--- src/include/dpu_pkg.sv ---
/*
  Shared constants for the memory power-up link: timing, command codes,
  address bit positions and controller register map.
  Assumes a 100 MHz core clock on both ends.
*/
package dpu_pkg;
  // ----------------------------------------
  // Timing
  // ----------------------------------------
  localparam int unsigned CLK_PERIOD_NS = 10;
  localparam int unsigned T_PWR_US = 200;
  localparam int unsigned T_CKE_NS = 400;
  localparam int unsigned PWR_CYC = (T_PWR_US * 1000 + CLK_PERIOD_NS - 1) / CLK_PERIOD_NS;
  localparam int unsigned CKE_CYC = (T_CKE_NS + CLK_PERIOD_NS - 1) / CLK_PERIOD_NS;
  localparam logic [7:0] DLL_CK = 8'd200;
  localparam logic [1:0] MIN_REF = 2'd2;
  localparam logic [2:0] CK_HALF_LAST = 3'h7;
  // ----------------------------------------
  // Commands {cs_n, ras_n, cas_n, we_n}
  // ----------------------------------------
  localparam logic [3:0] CMD_NOP = 4'h7;
  localparam logic [3:0] CMD_ACT = 4'h3;
  localparam logic [3:0] CMD_RD = 4'h5;
  localparam logic [3:0] CMD_WR = 4'h4;
  localparam logic [3:0] CMD_PRE = 4'h2;
  localparam logic [3:0] CMD_REF = 4'h1;
  localparam logic [3:0] CMD_MRS = 4'h0;
  localparam logic [1:0] BA_MR = 2'h0;
  localparam logic [1:0] BA_EMR1 = 2'h1;
  localparam logic [1:0] BA_EMR2 = 2'h2;
  localparam logic [1:0] BA_EMR3 = 2'h3;
  // ----------------------------------------
  // Address bit positions
  // ----------------------------------------
  localparam int unsigned A_DLL_OFF = 0;
  localparam int unsigned A_BT = 3;
  localparam int unsigned A_OCD_LSB = 7;
  localparam int unsigned A_DLL_RST = 8;
  localparam int unsigned A_PRE_ALL = 10;
  localparam int unsigned A_SE_DQS = 10;
  localparam logic [2:0] BL4 = 3'h2;
  localparam logic [2:0] BL8 = 3'h3;
  localparam logic [2:0] OCD_DEFAULT = 3'h7;
  localparam logic [2:0] OCD_EXIT = 3'h0;
  // ----------------------------------------
  // Controller registers
  // ----------------------------------------
  localparam logic [7:0] REG_CTRL = 8'h00;
  localparam logic [7:0] REG_MODE = 8'h04;
  localparam logic [7:0] REG_EMR = 8'h08;
  localparam logic [7:0] REG_CMD = 8'h0c;
  localparam logic [7:0] REG_STAT = 8'h10;
  localparam int unsigned CTRL_START = 0;
  localparam int unsigned CTRL_SWAP = 1;
  localparam int unsigned CTRL_SE = 2;
  localparam int unsigned CTRL_ODT = 3;
  localparam int unsigned CMD_OP_LSB = 15;
  localparam int unsigned STAT_ERR = 2;
  localparam logic [12:0] MODE_RESET = 13'h0232;
  localparam logic [12:0] EMR_RESET = 13'h0000;
  localparam logic [2:0] OP_ACT = 3'h1;
  localparam logic [2:0] OP_RD = 3'h2;
  localparam logic [2:0] OP_WR = 3'h3;
  localparam logic [2:0] OP_PRE = 3'h4;
  localparam logic [2:0] OP_REF = 3'h5;
endpackage

--- src/include/dpu_link_if.sv ---
/*
  Command/address link between controller and memory end.
  Assumes both ends share core_clk; ck is a divided clock carried as data.
*/
`timescale 1ns/1ns
`default_nettype none
interface dpu_link_if;
  logic ck;
  logic ck_n;
  logic cke;
  logic cs_n;
  logic ras_n;
  logic cas_n;
  logic we_n;
  logic [1:0] ba;
  logic [12:0] addr;
  logic odt;
  modport ctl (output ck, ck_n, cke, cs_n, ras_n, cas_n, we_n, ba, addr, odt);
  modport mem (input ck, ck_n, cke, cs_n, ras_n, cas_n, we_n, ba, addr, odt);
endinterface
`default_nettype wire

--- src/verilog/dpu_ctl.sv ---
/*
  Controller end: APB register slave, ck divider and the start-up
  sequencer, then single commands ordered by software.
  Assumes the memory end samples the link on ck rising edges.
*/
`timescale 1ns/1ns
`default_nettype none
module dpu_ctl #(
  parameter int unsigned PWR_WAIT = dpu_pkg::PWR_CYC
) (
  input wire logic core_clk,
  input wire logic reset,
  input wire logic psel,
  input wire logic penable,
  input wire logic pwrite,
  input wire logic [7:0] paddr,
  input wire logic [31:0] pwdata,
  output logic [31:0] prdata,
  output logic pready,
  output logic pslverr,
  dpu_link_if.ctl link
);
  import dpu_pkg::*;

  typedef enum logic [3:0] {
    C_IDLE = 4'h0, C_PWR = 4'h1, C_CKE = 4'h3, C_PRE1 = 4'h2, C_E2 = 4'h6,
    C_E3 = 4'h7, C_E1 = 4'h5, C_MRR = 4'h4, C_PRE2 = 4'hc, C_REF = 4'hd,
    C_MRS = 4'hf, C_WDLL = 4'he, C_OCDD = 4'ha, C_OCDX = 4'hb, C_RUN = 4'h9,
    C_ISSUE = 4'h8
  } dpu_cstate_type;

  // ----------------------------------------
  // Registers
  // ----------------------------------------
  logic [3:0] ctrl_q;
  logic [12:0] mode_q, emr_q;
  logic [17:0] cmd_q;
  logic pend_q, err_q, start_q, done_q;
  dpu_cstate_type st_q;
  wire logic acc = psel & penable & pready;
  wire logic wr = acc & pwrite;
  wire logic hit = paddr == REG_CTRL || paddr == REG_MODE || paddr == REG_EMR
                   || paddr == REG_CMD || paddr == REG_STAT;
  logic cmd_bad;

  always_ff @(posedge core_clk or posedge reset) begin
    if (reset) begin
      pready <= 1'b0;
      pslverr <= 1'b0;
      prdata <= 32'h0;
    end else begin
      pready <= psel & ~penable;
      pslverr <= psel & ~penable & ~hit;
      if (psel & ~penable) begin
        unique case (paddr)
          REG_CTRL: prdata <= {28'h0, ctrl_q};
          REG_MODE: prdata <= {19'h0, mode_q};
          REG_EMR: prdata <= {19'h0, emr_q};
          REG_CMD: prdata <= {14'h0, cmd_q};
          REG_STAT: prdata <= {28'h0, pend_q, err_q, done_q, st_q != C_IDLE && !done_q};
          default: prdata <= 32'h0;
        endcase
      end
    end
  end

  always_ff @(posedge core_clk or posedge reset) begin
    if (reset) begin
      ctrl_q <= 4'h0;
      mode_q <= MODE_RESET;
      emr_q <= EMR_RESET;
      cmd_q <= 18'h0;
      start_q <= 1'b0;
      pend_q <= 1'b0;
      err_q <= 1'b0;
    end else begin
      start_q <= wr && paddr == REG_CTRL && pwdata[CTRL_START];
      if (wr && paddr == REG_CTRL) ctrl_q <= {pwdata[3:1], 1'b0};
      if (wr && paddr == REG_MODE) mode_q <= pwdata[12:0];
      if (wr && paddr == REG_EMR) emr_q <= pwdata[12:0];
      if (wr && paddr == REG_CMD && !pend_q && done_q) cmd_q <= pwdata[17:0];
      // Orders written before the start-up sequence sets done_q are refused
      if (wr && paddr == REG_CMD && !pend_q && done_q)
        pend_q <= 1'b1;
      else if (st_q == C_ISSUE && ck_fall && !sent_q)
        pend_q <= 1'b0;
      // A new error wins over a clear in the same cycle
      if (cmd_bad || (wr && paddr == REG_CMD && !done_q))
        err_q <= 1'b1;
      else if (wr && paddr == REG_STAT && pwdata[STAT_ERR])
        err_q <= 1'b0;
    end
  end

  // ----------------------------------------
  // Link clock
  // ----------------------------------------
  logic [2:0] div_q;
  logic ck_fall;
  always_ff @(posedge core_clk or posedge reset) begin
    if (reset) begin
      div_q <= 3'h0;
      link.ck <= 1'b0;
      link.ck_n <= 1'b1;
    end else begin
      div_q <= div_q + 3'h1;
      if (div_q == CK_HALF_LAST) begin
        link.ck <= ~link.ck;
        link.ck_n <= link.ck;
      end
    end
  end
  assign ck_fall = div_q == CK_HALF_LAST && link.ck;

  // ----------------------------------------
  // Sequencer
  // ----------------------------------------
  logic [14:0] wait_q;
  logic [7:0] dll_q;
  logic [1:0] ref_q;
  logic [3:0] open_q;
  logic sent_q, swap_q;
  logic [3:0] cmd_c;
  logic [1:0] ba_c;
  logic [12:0] a_c;
  dpu_cstate_type nx_c;
  wire logic [2:0] op = cmd_q[CMD_OP_LSB+:3];
  wire logic [1:0] op_ba = cmd_q[14:13];
  wire logic [12:0] emr_run = {emr_q[12:11], ctrl_q[CTRL_SE], emr_q[9:0]};

  always_comb begin
    cmd_c = CMD_NOP;
    ba_c = 2'h0;
    a_c = 13'h0;
    nx_c = st_q;
    cmd_bad = 1'b0;
    unique case (st_q)
      C_PRE1: begin cmd_c = CMD_PRE; a_c[A_PRE_ALL] = 1'b1; nx_c = swap_q ? C_E1 : C_E2; end
      C_E2: begin cmd_c = CMD_MRS; ba_c = BA_EMR2; nx_c = C_E3; end
      C_E3: begin cmd_c = CMD_MRS; ba_c = BA_EMR3; nx_c = swap_q ? C_PRE2 : C_E1; end
      C_E1: begin
        cmd_c = CMD_MRS;
        ba_c = BA_EMR1;
        a_c = emr_run;
        a_c[A_DLL_OFF] = 1'b0;
        a_c[A_OCD_LSB+:3] = OCD_EXIT;
        nx_c = C_MRR;
      end
      C_MRR: begin
        cmd_c = CMD_MRS;
        a_c = mode_q;
        a_c[A_DLL_RST] = 1'b1;
        nx_c = swap_q ? C_E2 : C_PRE2;
      end
      C_PRE2: begin cmd_c = CMD_PRE; a_c[A_PRE_ALL] = 1'b1; nx_c = C_REF; end
      C_REF: begin cmd_c = CMD_REF; nx_c = ref_q == 2'h2 ? C_MRS : C_REF; end
      C_MRS: begin
        cmd_c = CMD_MRS;
        a_c = mode_q;
        a_c[A_DLL_RST] = 1'b0;
        nx_c = C_WDLL;
      end
      C_OCDD, C_OCDX: begin
        cmd_c = CMD_MRS;
        ba_c = BA_EMR1;
        a_c = emr_run;
        a_c[A_DLL_OFF] = 1'b0;
        a_c[A_OCD_LSB+:3] = st_q == C_OCDD ? OCD_DEFAULT : OCD_EXIT;
        nx_c = st_q == C_OCDD ? C_OCDX : C_RUN;
      end
      C_ISSUE: begin
        ba_c = op_ba;
        a_c = cmd_q[12:0];
        nx_c = C_RUN;
        unique case (op)
          OP_ACT: cmd_c = CMD_ACT;
          OP_RD: cmd_c = open_q[op_ba] ? CMD_RD : CMD_NOP;
          OP_WR: cmd_c = open_q[op_ba] ? CMD_WR : CMD_NOP;
          OP_PRE: cmd_c = CMD_PRE;
          OP_REF: cmd_c = open_q == 4'h0 ? CMD_REF : CMD_NOP;
          default: cmd_c = CMD_NOP;
        endcase
        cmd_bad = cmd_c == CMD_NOP && !sent_q && ck_fall;
      end
      default: ;
    endcase
  end

  always_ff @(posedge core_clk or posedge reset) begin
    if (reset) begin
      st_q <= C_IDLE;
      done_q <= 1'b0;
      sent_q <= 1'b0;
      swap_q <= 1'b0;
      wait_q <= 15'h0;
      dll_q <= 8'h0;
      ref_q <= 2'h0;
      open_q <= 4'h0;
      link.cke <= 1'b0;
      link.odt <= 1'b0;
      {link.cs_n, link.ras_n, link.cas_n, link.we_n} <= CMD_NOP;
      link.ba <= 2'h0;
      link.addr <= 13'h0;
    end else begin
      link.odt <= done_q & ctrl_q[CTRL_ODT];
      if (ck_fall && dll_q != DLL_CK) dll_q <= dll_q + 8'h1;
      unique case (st_q)
        C_IDLE: if (start_q) begin
          st_q <= C_PWR;
          swap_q <= ctrl_q[CTRL_SWAP];
          wait_q <= 15'h0;
        end
        C_PWR: begin
          if (wait_q < 15'(PWR_WAIT)) wait_q <= wait_q + 15'h1;
          else if (ck_fall) begin
            link.cke <= 1'b1;
            wait_q <= 15'h0;
            st_q <= C_CKE;
          end
        end
        C_CKE: begin
          if (wait_q < 15'(CKE_CYC)) wait_q <= wait_q + 15'h1;
          else st_q <= C_PRE1;
        end
        C_WDLL: if (dll_q == DLL_CK) st_q <= C_OCDD;
        C_RUN: begin
          done_q <= 1'b1;
          if (pend_q) st_q <= C_ISSUE;
        end
        default: if (ck_fall) begin
          // One ck of command, one ck of NOP: covers the mode write cycle time
          if (!sent_q) begin
            {link.cs_n, link.ras_n, link.cas_n, link.we_n} <= cmd_c;
            link.ba <= ba_c;
            link.addr <= a_c;
            sent_q <= 1'b1;
            if (st_q == C_MRR) dll_q <= 8'h0;
            if (st_q == C_REF) ref_q <= ref_q + 2'h1;
            if (st_q == C_ISSUE && cmd_c == CMD_ACT) open_q[op_ba] <= 1'b1;
            if (st_q == C_ISSUE && cmd_c == CMD_PRE)
              open_q <= cmd_q[A_PRE_ALL] ? 4'h0 : open_q & ~(4'h1 << op_ba);
            if ((cmd_c == CMD_RD || cmd_c == CMD_WR) && cmd_q[A_PRE_ALL])
              open_q[op_ba] <= 1'b0;
          end else begin
            {link.cs_n, link.ras_n, link.cas_n, link.we_n} <= CMD_NOP;
            sent_q <= 1'b0;
            st_q <= nx_c;
            if (st_q == C_E3 && swap_q && nx_c == C_PRE2) swap_q <= 1'b1;
          end
        end
      endcase
    end
  end
endmodule
`default_nettype wire

--- src/flat_wrapper.sv ---
// flat-port wrapper written by rule: the top's interface ports become plain ports
module dpu_ctl_flat import dpu_pkg::*;
#(
  parameter int unsigned PWR_WAIT = dpu_pkg::PWR_CYC
)
  (core_clk, reset, psel, penable, pwrite, paddr, pwdata, prdata, pready, pslverr, link_ck, link_ck_n, link_cke, link_cs_n, link_ras_n, link_cas_n, link_we_n, link_ba, link_addr, link_odt);
  dpu_link_if link_i ();
  input wire logic core_clk;
  input wire logic reset;
  input wire logic psel;
  input wire logic penable;
  input wire logic pwrite;
  input wire logic [7:0] paddr;
  input wire logic [31:0] pwdata;
  output logic [31:0] prdata;
  output logic pready;
  output logic pslverr;
  output wire logic [$bits(link_i.ck)-1:0] link_ck;
  output wire logic [$bits(link_i.ck_n)-1:0] link_ck_n;
  output wire logic [$bits(link_i.cke)-1:0] link_cke;
  output wire logic [$bits(link_i.cs_n)-1:0] link_cs_n;
  output wire logic [$bits(link_i.ras_n)-1:0] link_ras_n;
  output wire logic [$bits(link_i.cas_n)-1:0] link_cas_n;
  output wire logic [$bits(link_i.we_n)-1:0] link_we_n;
  output wire logic [$bits(link_i.ba)-1:0] link_ba;
  output wire logic [$bits(link_i.addr)-1:0] link_addr;
  output wire logic [$bits(link_i.odt)-1:0] link_odt;
  assign link_ck = link_i.ck;
  assign link_ck_n = link_i.ck_n;
  assign link_cke = link_i.cke;
  assign link_cs_n = link_i.cs_n;
  assign link_ras_n = link_i.ras_n;
  assign link_cas_n = link_i.cas_n;
  assign link_we_n = link_i.we_n;
  assign link_ba = link_i.ba;
  assign link_addr = link_i.addr;
  assign link_odt = link_i.odt;
  dpu_ctl #(.PWR_WAIT(PWR_WAIT)) u_core (.core_clk(core_clk), .reset(reset), .psel(psel), .penable(penable), .pwrite(pwrite), .paddr(paddr), .pwdata(pwdata), .prdata(prdata), .pready(pready), .pslverr(pslverr), .link(link_i));
endmodule
--- config.mk ---
export PLATFORM = sky130hd
export DESIGN_NAME = dpu_ctl_flat
export DESIGN_NICKNAME = d
export VERILOG_FILES = /design/src/include/dpu_pkg.sv /design/src/include/dpu_link_if.sv /design/src/verilog/dpu_ctl.sv /design/src/flat_wrapper.sv
export SDC_FILE = /design/constraint.sdc
export NUM_CORES = 1
export LEC_CHECK = 0
export ABC_AREA = 1
export BUFFER_PORTS_ARGS = -buffer_cell sky130_fd_sc_hd__buf_2
export CORE_MARGIN = 2
export CORE_UTILIZATION = 50
export CTS_BUF_LIST = sky130_fd_sc_hd__clkbuf_2
export DETAILED_ROUTE_END_ITERATION = 10
export PLACE_DENSITY = 0.82
export SETUP_SLACK_MARGIN = 0.02
export SLEW_MARGIN = 20
export SYNTH_ARGS = -nofsm -noshare
export SYNTH_HDL_FRONTEND = slang
export SYNTH_SLANG_ARGS = --single-unit
--- constraint.sdc ---
create_clock -name core_clk -period 5.15 [get_ports core_clk]
set_input_delay 0.7725 -clock core_clk [delete_from_list [all_inputs] [get_ports core_clk]]
set_output_delay 0.7725 -clock core_clk [all_outputs]
set_load 0.01 [all_outputs]
### After elaboration in Yosys (flattened, before gate mapping)

Index checks and enable logic that the tools add are counted.

* register bits: 146
* output and inout bits: 57
* word-level logic and storage cells: 219
* input port bits: 45

* reduce and logical (&&, ||, !) cells: 58
* bitwise gates (word level): 18
* magnitude comparators: 4
* $add $sub $neg: 4
* equal/unequal tests: 42
* muxes and demuxes: 63
* shift-type cells: 1

Operators with widths (count)
* one-hot mux 18 bit (5 select lines): 1
* 2-to-1 mux 4 bit: 18
* 2-to-1 mux 15 bit: 4
* one-hot mux 10 bit (5 select lines): 1
* one-hot mux 15 bit (3 select lines): 1
* 2-to-1 mux 8 bit: 5
* one-hot mux 4 bit (10 select lines): 1
* one-hot mux 4 bit (5 select lines): 2
* equality test 4 bit (second input constant): 9
* equality test 4 x 3 -> 1 bit (second input constant): 7
* logical AND 1 bit: 23
* equality test 4 x 2 -> 1 bit (second input constant): 4
* equality test 8 x 4 -> 1 bit (second input constant): 2
* 2-to-1 mux 1 bit: 16
* one-hot mux 4 bit (4 select lines): 1
* adder 15 x 1 -> 15 bit (second input constant): 1
* less-than comparator 15 bit (second input constant): 1
* less-than comparator 15 x 6 -> 1 bit (second input constant): 1
* 2-to-1 mux 2 bit: 5
* inequality test 2 x 1 -> 1 bit (second input constant): 5
* nonzero test 2 bit: 5
* equality test 3 bit (second input constant): 3
* adder 8 x 1 -> 8 bit (second input constant): 1
* bitwise AND 4 bit: 2
* other kinds (44): 71

### Depth between registers and ports, before layout

* depth after elaboration: 15
* gate-level depth with buffers: 13
* gate-level depth less buffers: 12

### Worst setup path before layout

No wires, ideal clock.

* path kind: in2reg
* start: input port paddr[1]
* end: register u_core.cmd_q[13]
* slack: 3.075 ns
* cell stages on the path: 8
* arrival time: 1.950 ns
* data required time: 5.025 ns
* cell sequence: nor2_1 inv_1 nor3_2 nand2_2 nor2_2 nand3_2 buf_4 mux2_4

* longest elaborated chain between the ends: 4

RTL lines
* from (decl): line flat_wrapper.sv:13 `input wire logic [7:0] paddr;`
* equality test 8 x 4 -> 1 bit: line dpu_ctl.sv:81 `if (wr && paddr == REG_CMD && !pend_q && done_q) cmd_q <= pwdata[17:0];`
* logical AND 1 bit (3 in series): line dpu_ctl.sv:81
* to (signal assigned): line dpu_ctl.sv:81
* to (decl): line dpu_ctl.sv:37 `logic [17:0] cmd_q;`

Every way passes these cells.
A chain may end at the register's enable or synchronous reset.

### Final worst setup path

* start: register u_core.st_q[1]
* end: register u_core.open_q[1]

* longest elaborated chain between the ends: 12
* elaborated cells on any way between the ends: 37
* those cells by class: 19 x eq/ne; 7 x mux; 2 x bitwise; 9 x reduce/logical

RTL lines
* from (decl): line dpu_ctl.sv:39 `dpu_cstate_type st_q;`
* from (signal assigned): line dpu_ctl.sv:247 `st_q <= nx_c;`
* equality test 4 x 3 -> 1 bit (tied with other cells): line dpu_ctl.sv:137 `unique case (st_q)`
* OR reduction 7 bit (no source line) / OR reduction 2 bit (equally long branches)
* one-hot mux 4 bit (4 select lines): line dpu_ctl.sv:137
* equality test 4 x 2 -> 1 bit: line dpu_ctl.sv:239 `if (st_q == C_ISSUE && cmd_c == CMD_ACT) open_q[op_ba] <= 1'b1;`
* logical AND 1 bit: line dpu_ctl.sv:239
* 2-to-1 mux 4 bit: line dpu_ctl.sv:239
* 2-to-1 mux 4 bit: line dpu_ctl.sv:240 `if (st_q == C_ISSUE && cmd_c == CMD_PRE)`
* 2-to-1 mux 4 bit: line dpu_ctl.sv:232 `if (!sent_q) begin`
* 2-to-1 mux 4 bit: line dpu_ctl.sv:230 `default: if (ck_fall) begin`
* 2-to-1 mux 4 bit: line dpu_ctl.sv:207 `unique case (st_q)`
* bitwise AND 4 bit (no source line)
* 2-to-1 mux 4 bit: line dpu_ctl.sv:242 `if ((cmd_c == CMD_RD || cmd_c == CMD_WR) && cmd_q[A_PRE_ALL])`
* to (signal assigned): line dpu_ctl.sv:241 `open_q <= cmd_q[A_PRE_ALL] ? 4'h0 : open_q & ~(4'h1 << op_ba);`
* to (decl): line dpu_ctl.sv:121 `logic [3:0] open_q;`

Parallel ways exist; a longest one is shown, timed or not. The select of a mux whose other input is x is not followed.

==> flow_summary.yaml <==
clock_network:
  clockBufferDepth: 2
  worst_skew_pair.late_latency_ns: 0.76
  cts_root_buffer: "clkbuf_2"
  cts_tree: "yes"
  ctsHtreeMaxLevel: 4
  clk_pin_slew_ns: 0.27
  numCtsBuffers: 17
  clock_sinks: 131
  cts_resized: 0
  cts_setup_buffers: 0
  ctsHoldBuffers: 0
route:
  wl_mm: 16.4
  dr.pass1.iters: 7
  wl_per_cell_um: 14.6
  dr.first_iter.drc_count: 565
  num_vias: 6071
  viasPerCell: 5.41
  drc: 0
  ant_nets: 0
logic_synthesis:
  yosysTopAreaCell: "dfrtp_1"
  avgSynthCellArea_um2: 8.02
  async_reset_ff_share_pct: 100
  synth_edf_count: 0
  syn_area_mm2: 0.00692
  netlist_top_cells_count: "nand2_1 (248), dfrtp_1 (123), inv_1 (79)"
  ys_types: 52
  syn_inst: 863
  ys_seq_area_share_pct: 47.5
  ys_warn_count: 0
  synth.most_common_cell: "nand2_1"
  synth_top_area_share_pct: 44.5
  synthTopCellsByArea: "dfrtp_1 (44%), nand2_1 (13%), o21ai_0 (5.5%)"
  synth-main-ff-cell: "dfrtp_1"
  ys_ff_latch: 131
worst_setup_path:
  slowest_stage: "dfrtp_1"
  critPathLaunchType: "register"
  critPathMaxFanout: 19
  critical_path.max_stage_delay_ns: 0.55
  path_cells: "nor2_2 > inv_2 > nor2_4 > inv_2 > nor3_2 > nand4_1 > nand2_1 > nand2_1 > nand2_1 > nand2_1"
  cp_common_cell: "nand2_1"
  required_ns: 5.78
  crit_family: "simple AND/OR/NAND/NOR gates"
  crit_arrival_ns: 2.94
  cp_num_buf_inv: 2
  worstSetupPathType: "reg -> reg"
  end_kind: "register"
job:
  maxCapViolCount: 0
global_routing:
  track_usage_pct: 23.5
  grt_pass1_wl_mm: 27.4
  overflow: 0
  use_met3_pct: 5.76
  grt_pass1_vias: 5791
  antenna_found_initial: 1
  grt_max_degree: 50
  gr-usage-met1_pct: 31.3
  grtUsageMet2_pct: 36.6
  grt.busiest_layer: "met2"
sta:
  finalCritPeriodShare_pct: 44.8
  final_max_slew_viol_count: 0
  finalSetupViolCount: 0
  rsz0062_at_grt: "no"
  max_freq_ghz: 0.433
  finalSetupTns_ns: 0
  tightestPinTransition_ns: 0.842
  layout_min_cycle_time_ns: 2.31
  maxSlewHeadroom_pct: 43.7
  hold_viol_final: 0
  finClkSkew_ns: 0.0536
floorplan:
  initial_core_util_pct: 51.7
  ios: 102
  die_h_um: 122
  dieArea_mm2: 0.0148
  core-area_mm2: 0.0134
  die_x_um: 122
  rows: 42
placement:
  placed_area_mm2: 0.00734
  hpwlAfterDp_mm: 11.4
  dp.cells: 1090
  gp_congestion: 0.945
  port_buffers: 72
final_layout:
  nFillCells: 1310
  fin_area_mm2: 0.00758
  drive_gt1_share_pct: 17.4
  final_util_pct: 56.6
  fin_cells: 1123
  area_growth_syn_to_layout_pct: 9.56
  nNetsFinal: 984
power:
  max-vdd-ir-drop_v: 0.000198
  total_power_mw: 2.61
  p_per_area_mw_per_mm2: 344
  p_leak_nw: 3.79
min_path:
  min_path_type: "in -> async"
run_status:
  status: "completed"
-- path summary, 6_finish.rpt --
| kind | cells after the start | from | slack, ns | to |
|---|---|---|---|---|
| hold reg to reg | 1 | u_core.div_q[0] | 0.45 | u_core.div_q[0] |
| setup / recovery | 10 | u_core.st_q[1] | 2.84 | u_core.open_q[1] |
| min in group core_clk | 2 | pwdata[15] | 0.24 | u_core.cmd_q[15] |
| max in group asynchronous | 3 | reset | 4.09 | u_core.link.we_n |
| hold / removal | 2 | reset | 0.05 | u_core.cmd_q[2] |
| setup reg to reg | 10 | u_core.st_q[1] | 2.84 | u_core.open_q[1] |
-- final cells by class --
| class | count | area (um^2) | share of cell area, % |
|---|---|---|---|
| clock buffers | 17 | 85.1 | 1.12 |
| flip-flops and latches | 131 | 3290 | 43.4 |
| well taps | 176 | 220 | 2.90 |
| diodes | 1 | 2.50 | 0.0330 |
| clock inverters | 15 | 154 | 2.03 |
| inverters | 94 | 358 | 4.72 |
| repair buffers | 75 | 383 | 5.05 |
| multi-input cells | 614 | 3090 | 40.8 |
-- flip-flops by register name, indices dropped and copies added, names as in the netlist, 2 cells and up --
register	flops
u_core.cmd_q	18
u_core.prdata	18
u_core.wait_q	15
u_core.emr_q	13
u_core.link.addr	13
u_core.mode_q	13
u_core.dll_q	8
u_core.open_q	4
u_core.st_q	4
u_core.ctrl_q	3
u_core.div_q	3
u_core.link.ba	2
u_core.ref_q	2
-- worst register-to-register path, delay by kind of cell, from the launching register on --
kind / cells / cell delay (ns)
simple gates: 8 / 1.45
flops: 1 / 0.55
buf+inv: 2 / 0.22
-- report_power, final --
group | internal (mW) | switching (mW)
Sequential | 1.13 | 0.0861
Combinational | 0.222 | 0.544
Clock | 0.162 | 0.472
Total | 1.51 | 1.10
-- routing by layer --
| metal | wire length, um | vias to the layer above | part of all wire (%) |
|---|---|---|---|
| met3 | 1070 | 35 | 6.5 |
| met4 | 357 | 0 | 2.2 |
| met1 | 7380 | 2880 | 45 |
| met5 | 0 | - | 0 |
| li1 | - | 2955 | - |
| met2 | 7600 | 201 | 46 |
-- cell usage in the layout (no fill, tap or decap), types with 8 or more instances in the layout --
| cell | n |
|---|---|
| a21oi_1 | 21 |
| a31oi_1 | 8 |
| buf_2 | 72 |
| clkbuf_2 | 17 |
| conb_1 | 15 |
| dfrtp_1 | 123 |
| dfstp_2 | 8 |
| inv_1 | 78 |
| inv_2 | 14 |
| nand2_1 | 248 |
| nand3_1 | 37 |
| nand4_1 | 25 |
| nor2_1 | 62 |
| nor3_1 | 12 |
| o21ai_0 | 76 |
| o21ai_1 | 19 |
| xor2_1 | 13 |
-- cells by family (layout without fill, tap and decap cells) --
logic type / after synthesis / count (layout) / share of synthesized area [%]
AO/OA/AOI/OAI: 157 / 157 / 13.0
XOR/XNOR: 14 / 14 / 1.77
adder cells (fa/ha/maj): 6 / 6 / 1.08
buffers and inverters: 132 / 201 / 8.57
flip-flops: 131 / 131 / 47.5
multiplexers: 5 / 5 / 0.976
other: 1 / 16 / 0.0542
AND/OR/NAND/NOR: 417 / 417 / 27.1
-- per-stage QoR --
| stage | setup WS, ns | hold slack [ns] |
|---|---|---|
| final | 2.84 | 0.0475 |
| after global routing | 2.53 | 0.0277 |
| after CTS | 2.88 | 0.0287 |
| after detailed placement | 2.21 | 0.425 |
| after global placement | 2.24 | 0.416 |
| after floorplan | 0.893 | 0.401 |
(Power assumes the default switching activity.)
